--- src/logic/dior_pkg.sv ---
`default_nettype none
package dior_pkg;
  // ********************************
  // Object indices and subindices
  // ********************************
  localparam logic [15:0] DIOR_IDX_IN_CFG = 16'h3240;
  localparam logic [15:0] DIOR_IDX_ROUTE_TBL = 16'h3242;
  localparam logic [15:0] DIOR_IDX_OUT_CFG = 16'h3250;
  localparam logic [15:0] DIOR_IDX_IN_WORD = 16'h60fd;
  localparam logic [15:0] DIOR_IDX_OUT_WORD = 16'h60fe;
  localparam logic [7:0] DIOR_SUB_1 = 8'h01;
  localparam logic [7:0] DIOR_SUB_2 = 8'h02;
  localparam logic [7:0] DIOR_SUB_3 = 8'h03;
  localparam logic [7:0] DIOR_SUB_4 = 8'h04;
  localparam logic [7:0] DIOR_SUB_5 = 8'h05;
  localparam logic [7:0] DIOR_SUB_8 = 8'h08;
  localparam logic [7:0] DIOR_SUB_TBL_LAST = 8'h20;
  localparam logic [7:0] DIOR_ROUTE_ON = 8'h01;
  // ********************************
  // Routing source codes
  // ********************************
  localparam logic [6:0] DIOR_SRC_PHYS_LO = 7'h01;
  localparam logic [6:0] DIOR_SRC_PHYS_HI = 7'h10;
  localparam logic [6:0] DIOR_SRC_HALL_U = 7'h41;
  localparam logic [6:0] DIOR_SRC_HALL_W = 7'h43;
  localparam logic [6:0] DIOR_SRC_ENC_A = 7'h44;
  localparam logic [6:0] DIOR_SRC_ENC_I = 7'h46;
  localparam logic [7:0] DIOR_SRC_ZERO = 8'h00;
  localparam logic [7:0] DIOR_SRC_ONE = 8'h80;
  // ********************************
  // Word layout
  // ********************************
  localparam int DIOR_LVL_LSB = 16;
  localparam int DIOR_NUM_SPECIAL = 3;
  localparam int DIOR_NUM_IO = 4;
  localparam int DIOR_BRAKE_BIT = 0;
  localparam logic [31:0] DIOR_RST_WORD = 32'h0000_0000;
  // ********************************
  // Timing
  // ********************************
  localparam int DIOR_CLK_NS = 10;
  localparam int DIOR_SAMPLE_NS = 1000000;
  localparam int DIOR_SAMPLE_CYC = DIOR_SAMPLE_NS / DIOR_CLK_NS;
endpackage : dior_pkg
`default_nettype wire

--- src/logic/dior_top.sv ---
// How it works
// Routing mode is active only while the routing-enable entry equals one.
// Routing table entry n selects the source of input word bit n-1.
// Codes decode to constant zero, physical inputs 1-16, Hall U-W, encoder A/B/index.
// Bit 7 of a code inverts the selected source; 0x80 is constant one.
// Enabling routing loads the table with codes that reproduce the prior behaviour.
// Software should not toggle repeatedly between normal and routing modes.
// Bit 0 carries input 1 negative limit; bit 16 carries its full level.
// Output pin n follows bit 15+n of the output word.
// Low output word bits are special functions; only bit 0, the brake, is used.
// Each of the first four I/O pins may be driven as an output.
// Normally closed polarity turns a one into a low pin level; at the brake pin a one instead releases the pin high.
// Manual override drives an output, brake included, from the manual value bit.
// Each modifier bit acts only on the output at its own position.
// The first and fifth output configuration entries have no effect.
// Inputs are sampled once per millisecond.
// Special enable mask bits 0-2 gate limit and home; bits 16-31 unaffected.
// A force-enable bit replaces the sampled level with the force value bit.
// After reset modifier registers read zero and routing is disabled.
// Undefined source codes read as constant zero, or one with bit 7 set.
`timescale 1ns/1ns
`default_nettype none
module dior_top
  import dior_pkg::*;
#(
  parameter int SAMPLE_CYC = DIOR_SAMPLE_CYC
) (
  // Clock and reset
  input wire logic i_clk,
  input wire logic i_rst_n,
  // Pins
  input wire logic [15:0] i_phys_in,
  input wire logic [2:0] i_hall,
  input wire logic [2:0] i_enc,
  input wire logic [3:0] i_pin_is_out,
  output logic [3:0] o_dio_out,
  output logic [3:0] o_dio_oe_n,
  output logic o_brake_out,
  output logic o_brake_oe_n,
  // Object access
  input wire logic i_od_wr,
  input wire logic i_od_rd,
  input wire logic [15:0] i_od_index,
  input wire logic [7:0] i_od_sub,
  input wire logic [31:0] i_od_wdata,
  output logic [31:0] o_od_rdata,
  output logic o_od_ack,
  output logic o_od_err,
  // Status
  output logic [31:0] o_input_word,
  output logic o_routing_on
);
  // ********************************
  // Helpers
  // ********************************
  function automatic logic route_bit(input logic [7:0] c, input logic [15:0] l,
                                     input logic [2:0] h, input logic [2:0] e);
    logic [6:0] s;
    logic v;
    s = c[6:0];
    v = 1'b0;
    if (s >= DIOR_SRC_PHYS_LO && s <= DIOR_SRC_PHYS_HI) begin
      v = l[4'(s - DIOR_SRC_PHYS_LO)];
    end else if (s >= DIOR_SRC_HALL_U && s <= DIOR_SRC_HALL_W) begin
      v = h[2'(s - DIOR_SRC_HALL_U)];
    end else if (s >= DIOR_SRC_ENC_A && s <= DIOR_SRC_ENC_I) begin
      v = e[2'(s - DIOR_SRC_ENC_A)];
    end
    return v ^ c[7];
  endfunction : route_bit

  function automatic logic hit(input logic [15:0] idx, input logic [7:0] sub);
    return i_od_index == idx && i_od_sub == sub;
  endfunction : hit

  // ********************************
  // Sampling
  // ********************************
  logic [31:0] cnt_reg;
  logic tick;
  logic [15:0] raw_reg;
  logic [2:0] hall_reg;
  logic [2:0] enc_reg;

  assign tick = cnt_reg == 32'(SAMPLE_CYC - 1);

  always_ff @(posedge i_clk or negedge i_rst_n) begin
    if (!i_rst_n) begin
      cnt_reg <= 32'h0;
    end else if (tick) begin
      cnt_reg <= 32'h0;
    end else begin
      cnt_reg <= cnt_reg + 32'h1;
    end
  end

  // Pulses shorter than the sample period can be missed entirely
  always_ff @(posedge i_clk or negedge i_rst_n) begin
    if (!i_rst_n) begin
      raw_reg <= 16'h0;
      hall_reg <= 3'h0;
      enc_reg <= 3'h0;
    end else if (tick) begin
      raw_reg <= i_phys_in;
      hall_reg <= i_hall;
      enc_reg <= i_enc;
    end
  end

  // ********************************
  // Configuration registers
  // ********************************
  logic [15:0] sfe_reg;
  logic [15:0] inv_reg;
  logic [15:0] fen_reg;
  logic [15:0] fval_reg;
  logic [7:0] ren_reg;
  logic [7:0] tbl_reg [32];
  logic [31:0] owd_reg;
  logic [31:0] pol_reg;
  logic [31:0] men_reg;
  logic [31:0] mval_reg;
  logic routing;
  logic route_load;
  logic tbl_wr;

  assign routing = ren_reg == DIOR_ROUTE_ON;
  assign o_routing_on = routing;
  assign route_load = i_od_wr && hit(DIOR_IDX_IN_CFG, DIOR_SUB_8) &&
                      i_od_wdata[7:0] == DIOR_ROUTE_ON && !routing;
  assign tbl_wr = i_od_wr && i_od_index == DIOR_IDX_ROUTE_TBL &&
                  i_od_sub >= DIOR_SUB_1 && i_od_sub <= DIOR_SUB_TBL_LAST;

  always_ff @(posedge i_clk or negedge i_rst_n) begin
    if (!i_rst_n) begin
      sfe_reg <= 16'h0;
      inv_reg <= 16'h0;
      fen_reg <= 16'h0;
      fval_reg <= 16'h0;
      ren_reg <= 8'h0;
    end else if (i_od_wr && i_od_index == DIOR_IDX_IN_CFG) begin
      case (i_od_sub)
        DIOR_SUB_1: sfe_reg <= i_od_wdata[15:0];
        DIOR_SUB_2: inv_reg <= i_od_wdata[15:0];
        DIOR_SUB_3: fen_reg <= i_od_wdata[15:0];
        DIOR_SUB_4: fval_reg <= i_od_wdata[15:0];
        DIOR_SUB_8: ren_reg <= i_od_wdata[7:0];
        default: ;
      endcase
    end
  end

  // Table reload on enable keeps the inputs seamless across the switch
  always_ff @(posedge i_clk or negedge i_rst_n) begin
    if (!i_rst_n) begin
      for (int i = 0; i < 32; i++) begin
        tbl_reg[i] <= DIOR_SRC_ZERO;
      end
    end else if (route_load) begin
      for (int i = 0; i < 32; i++) begin
        if (i >= DIOR_LVL_LSB) begin
          tbl_reg[i] <= 8'(i - DIOR_LVL_LSB + 1);
        end else if (i < DIOR_NUM_SPECIAL && sfe_reg[i]) begin
          tbl_reg[i] <= 8'(i + 1);
        end else begin
          tbl_reg[i] <= DIOR_SRC_ZERO;
        end
      end
    end else if (tbl_wr) begin
      tbl_reg[5'(i_od_sub - DIOR_SUB_1)] <= i_od_wdata[7:0];
    end
  end

  // Entries one and five are accepted and dropped
  always_ff @(posedge i_clk or negedge i_rst_n) begin
    if (!i_rst_n) begin
      owd_reg <= DIOR_RST_WORD;
      pol_reg <= DIOR_RST_WORD;
      men_reg <= DIOR_RST_WORD;
      mval_reg <= DIOR_RST_WORD;
    end else if (i_od_wr) begin
      if (hit(DIOR_IDX_OUT_WORD, DIOR_SUB_1)) begin
        owd_reg <= i_od_wdata;
      end
      if (i_od_index == DIOR_IDX_OUT_CFG) begin
        case (i_od_sub)
          DIOR_SUB_2: pol_reg <= i_od_wdata;
          DIOR_SUB_3: men_reg <= i_od_wdata;
          DIOR_SUB_4: mval_reg <= i_od_wdata;
          default: ;
        endcase
      end
    end
  end

  // ********************************
  // Input word
  // ********************************
  logic [15:0] lvl;
  logic [31:0] def_word;
  logic [31:0] rte_word;

  assign lvl = (fen_reg & fval_reg) | (~fen_reg & (raw_reg ^ inv_reg));
  assign def_word = {lvl, 13'h0, lvl[2:0] & sfe_reg[2:0]};

  always_comb begin
    for (int i = 0; i < 32; i++) begin
      rte_word[i] = route_bit(tbl_reg[i], lvl, hall_reg, enc_reg);
    end
  end

  always_ff @(posedge i_clk or negedge i_rst_n) begin
    if (!i_rst_n) begin
      o_input_word <= DIOR_RST_WORD;
    end else begin
      o_input_word <= routing ? rte_word : def_word;
    end
  end

  // ********************************
  // Outputs
  // ********************************
  logic [31:0] eff;

  // Manual override bypasses polarity so software sets the DIO pin levels directly; a manual one pulls the brake pin low
  assign eff = (men_reg & mval_reg) | (~men_reg & (owd_reg ^ pol_reg));

  always_ff @(posedge i_clk or negedge i_rst_n) begin
    if (!i_rst_n) begin
      o_dio_out <= 4'h0;
      o_dio_oe_n <= 4'hf;
      o_brake_oe_n <= 1'b1;
    end else begin
      o_dio_out <= eff[DIOR_LVL_LSB +: DIOR_NUM_IO];
      o_dio_oe_n <= ~i_pin_is_out;
      o_brake_oe_n <= ~eff[DIOR_BRAKE_BIT];
    end
  end

  // Open drain: the brake pin is only ever pulled low
  assign o_brake_out = 1'b0;

  // ********************************
  // Read-back
  // ********************************
  always_ff @(posedge i_clk or negedge i_rst_n) begin
    if (!i_rst_n) begin
      o_od_rdata <= 32'h0;
      o_od_ack <= 1'b0;
      o_od_err <= 1'b0;
    end else begin
      o_od_ack <= i_od_rd || i_od_wr;
      o_od_err <= 1'b0;
      o_od_rdata <= 32'h0;
      if (i_od_rd) begin
        if (hit(DIOR_IDX_IN_CFG, DIOR_SUB_1)) o_od_rdata <= 32'(sfe_reg);
        else if (hit(DIOR_IDX_IN_CFG, DIOR_SUB_2)) o_od_rdata <= 32'(inv_reg);
        else if (hit(DIOR_IDX_IN_CFG, DIOR_SUB_3)) o_od_rdata <= 32'(fen_reg);
        else if (hit(DIOR_IDX_IN_CFG, DIOR_SUB_4)) o_od_rdata <= 32'(fval_reg);
        else if (hit(DIOR_IDX_IN_CFG, DIOR_SUB_5)) o_od_rdata <= 32'(raw_reg);
        else if (hit(DIOR_IDX_IN_CFG, DIOR_SUB_8)) o_od_rdata <= 32'(ren_reg);
        else if (tbl_wr || (i_od_index == DIOR_IDX_ROUTE_TBL && i_od_sub >= DIOR_SUB_1
                 && i_od_sub <= DIOR_SUB_TBL_LAST))
          o_od_rdata <= 32'(tbl_reg[5'(i_od_sub - DIOR_SUB_1)]);
        else if (hit(DIOR_IDX_IN_WORD, DIOR_SUB_1)) o_od_rdata <= o_input_word;
        else if (hit(DIOR_IDX_OUT_WORD, DIOR_SUB_1)) o_od_rdata <= owd_reg;
        else if (hit(DIOR_IDX_OUT_CFG, DIOR_SUB_2)) o_od_rdata <= pol_reg;
        else if (hit(DIOR_IDX_OUT_CFG, DIOR_SUB_3)) o_od_rdata <= men_reg;
        else if (hit(DIOR_IDX_OUT_CFG, DIOR_SUB_4)) o_od_rdata <= mval_reg;
        else if (!hit(DIOR_IDX_OUT_CFG, DIOR_SUB_1) && !hit(DIOR_IDX_OUT_CFG, DIOR_SUB_5))
          o_od_err <= 1'b1;
      end
    end
  end
endmodule : dior_top
`default_nettype wire

--- config.mk ---
export PLATFORM = sky130hd
export DESIGN_NAME = dior_top
export DESIGN_NICKNAME = d
export VERILOG_FILES = /design/src/logic/dior_pkg.sv /design/src/logic/dior_top.sv
export SDC_FILE = /design/constraint.sdc
export NUM_CORES = 2
export LEC_CHECK = 0
export BUFFER_PORTS_ARGS = -buffer_cell sky130_fd_sc_hd__buf_2
export CAP_MARGIN = 20
export CORE_ASPECT_RATIO = 0.7
export CORE_MARGIN = 1
export CORE_UTILIZATION = 40
export CTS_CLUSTER_SIZE = 40
export DETAILED_ROUTE_END_ITERATION = 10
export HOLD_SLACK_MARGIN = 0.1
export SETUP_SLACK_MARGIN = 0.02
export SYNTH_ARGS = -nofsm -noshare
export SYNTH_HDL_FRONTEND = slang
export SYNTH_SLANG_ARGS = --single-unit
--- constraint.sdc ---
create_clock -name i_clk -period 6.44 [get_ports i_clk]
set_clock_uncertainty 0.15 [all_clocks]
set_input_delay 0 -clock i_clk [delete_from_list [all_inputs] [get_ports i_clk]]
set_output_delay 0 -clock i_clk [all_outputs]
set_load 0.05 [all_outputs]
==> flow_metrics.tcl <==
set metrics [dict create \
    rsz0062_at_grt "false" \
    finalHoldViolations 0 \
    place_congestion 0.989 \
    finalCriticalPeriod_ns 4.50 \
    antenna_found_initial 4 \
    r2r_setup_slack_ns 2.68 \
    ys_ff_latch 585 \
    period_share_pct 69.9 \
    syn_nets 3623 \
    num_rows 93 \
    synth_adder_area_share_pct 4.52 \
    synth_warnings 0 \
    vias 31500 \
    synth_xor_area_share_pct 3.33 \
    critical-path-max-stage-delay_ns 0.95 \
    hold_buffers 126 \
    clock-root-buffer "clkbuf_16" \
    drv_slew 0 \
    die_y_um 257 \
    via_per_inst 6.53 \
    leakage_nw 18.5 \
    drv_cap 0 \
    status "finished, final reports clean" \
    crit_type "in -> reg" \
    grt.total_usage_pct 29.8 \
    grt_pass1_wl_um 209000 \
    synth-async-reset-ratio_pct 100 \
    avgSynthCellArea_sq_um 10.9 \
    synth_top_family_by_area "multiplexers" \
    path_clk_slew_ns 0.07 \
    first_pass_iters 5 \
    clock_latency_ns 0.67 \
    setup_tns_ns 0 \
    drc_errors 0 \
    synth_area_sq_mm 0.0371 \
    synth_mux_area_share_pct 23.0 \
    cts-resized-gates 0 \
    grt_pass1_vias 29400 \
    ant_nets 0 \
    mostFrequentLayoutCells "577 x dfrtp_1, 234 x mux2_2, 229 x nor2_1, 211 x nand2_1, 200 x a22o_1" \
    die_area_sq_mm 0.0941 \
    wl_um 143000 \
    synth_cell_types 89 \
    clockBufferDepth 3 \
    dp_hpwl_um 91400 \
    setup_ws_ns 1.94 \
    grt_overflow 0 \
    final_nets 3763 \
    cp.buffers_inverters 5 \
    wl_per_cell_um 29.6 \
    crit_start "i_od_sub[4]" \
    maxSlewHeadroom_pct 21.3 \
    rr_worst_depth 9 \
    p_per_area_mw_per_mm2 188 \
    path_cells "dlygate4sd3_1 > buf_2 > nor4_1 > dlygate4sd3_1 > nand2_1 > or3_1 > buf_4 > nand2_1 > o311ai_0 > a22oi_1 > o21ai_0 > a21oi_1 > dlygate4sd3_1" \
    r2r_end "o_input_word[29]" \
    numCtsBuffers 61 \
    crit_top_cell "dlygate4sd3_1" \
    path_max_fanout 26 \
    synth_top_area_share_pct 39.1 \
    layout_commonest_cell "dfrtp_1" \
    synthSimpleGateAreaFrac_pct 10.8 \
    hold_class "in -> reg" \
    ios 163 \
    ir_drop_mv 0.198 \
    synth_top_area_cell "dfrtp_1" \
    worst-path-stages 13 \
    cts_tree "yes" \
    drive_above_1_share_pct 23.1 \
    synth_area_leaders "dfrtp_1 39%, mux4_2 11%, mux2_2 7.1%, mux2i_1 4.8%, a22o_1 4.7%" \
    arrival_ns 4.88 \
    synth_edf_count 0 \
    area_delta_synth_final_pct 15.2 \
    synth_compound_area_share_pct 15.0 \
    htreeDepth 2 \
    pre_cts_ws_ns 2.11 \
    dieWidth_um 366 \
    multi_input_area_sq_mm 0.0213 \
    cp-end-kind "register" \
    core-area_sq_mm 0.0919 \
    fill_cells 8505 \
    dr.first_iter.drc_count 4627 \
    r2r-start "raw_reg[15]" \
    crit_required_ns 6.82 \
    port_buffers 161 \
    largest_reg_flops 256 \
    setup_viol 0 \
    clock.fmax_mhz 222 \
    start_kind "input port" \
    cp_slowest_cell "o311ai_0" \
    grt_max_degree 138 \
    worstMarginPinSlew_ns 1.15 \
    register_area_sq_mm 0.0146 \
    postCtsSetupRepairBufs 0 \
    syn-instance-count 3403 \
    cts_sinks 585 \
    start_util_pct 40.4 \
    crit_path_end "o_od_rdata[7]" \
    crit_family "buffers and inverters" \
    yosysSeqAreaShare_pct 39.4 \
    synth_ff_type "dfrtp_1" \
]
-- kinds of logic after synthesis --
family | Yosys count
AOI/OAI and AO/OA | 754
DFF | 585
other | 1
muxes | 595
buffers and inverters | 380
adders and majority gates | 134
and+or+nand+nor | 813
xor gates and xnor gates | 141
-- where the power goes --
part / total (mW) / switching [mW] / internal (mW)
logic: 0.434 / 0.299 / 0.135
registers: 3.68 / 0.000754 / 3.68
clock network: 3.93 / 1.61 / 2.32
total: 8.04 / 1.91 / 6.13
-- tightest hold or removal path, delay by kind of cell --
kind	cells	cell delay [ns]
buf+inv	2	0.75
mux	1	0.18
-- metal layers --
layer  up-vias  global-route usage, %  part of all wire (%)
met5         -                      0                 0.015
met4         4                   8.68                   3.1
met3       314                   11.2                    14
met2      2097                   39.8                    40
met1     16000                   44.2                    43
li1      13100                      -                     -
-- per-stage QoR --
step	util [%]	instance area [sq um]	cells	hold WS, ns	power, mW
floorplan	-	37100	3403	-0.446	3.89
global placement	42.7	39200	4585	-0.145	4.11
detailed placement	42.7	39200	4587	-0.138	4.11
CTS	46.5	42700	4825	0.109	8.05
global route	46.5	42800	4827	0.163	8.23
finish	46.5	42800	4828	0.147	8.04
-- worst min-delay path by stage --
| stage | cells past startpoint | endpoint | startpoint |
|---|---|---|---|
| 2_1_floorplan | 0 | cnt_reg[0] | i_rst_n |
| 3_3_place_gp | 1 | o_od_rdata[19] | i_rst_n |
| 3_5_place_dp | 1 | o_od_rdata[19] | i_rst_n |
| 4_1_cts | 6 | tbl_reg[67] | i_od_sub[1] |
| 5_1_grt | 7 | o_od_rdata[0] | i_od_index[2] |
| 6_report | 3 | sfe_reg[14] | i_od_wdata[14] |
-- cells in the mapped netlist, types with 18 or more instances --
master,number
mux2i_1,178
dfrtp_1,580
nor4b_1,21
or3_1,24
buf_1,28
a21oi_1,93
nor2_1,230
a22o_1,200
mux2_2,234
xor2_1,69
a221oi_1,35
nor4_1,29
mux4_2,183
ha_1,134
o221ai_1,41
o21ai_0,115
a31oi_1,22
inv_1,95
a22oi_1,26
xnor2_1,72
a211oi_1,18
nand3_1,85
nor3_1,72
o22ai_1,46
clkbuf_1,235
nand2_1,212
nor2b_1,19
o211ai_1,31
-- cell type report --
type,instances,area share (%)
Antenna cell,1,0.00585
Clock buffer,93,4.30
Clock inverter,19,0.790
Inverter,97,0.851
Multi-Input combinational cell,2438,49.7
Sequential cell,585,34.3
Tap cell,1235,3.61
Timing Repair Buffer,360,6.46
Note: power is estimated with default switching activity, not from simulation.
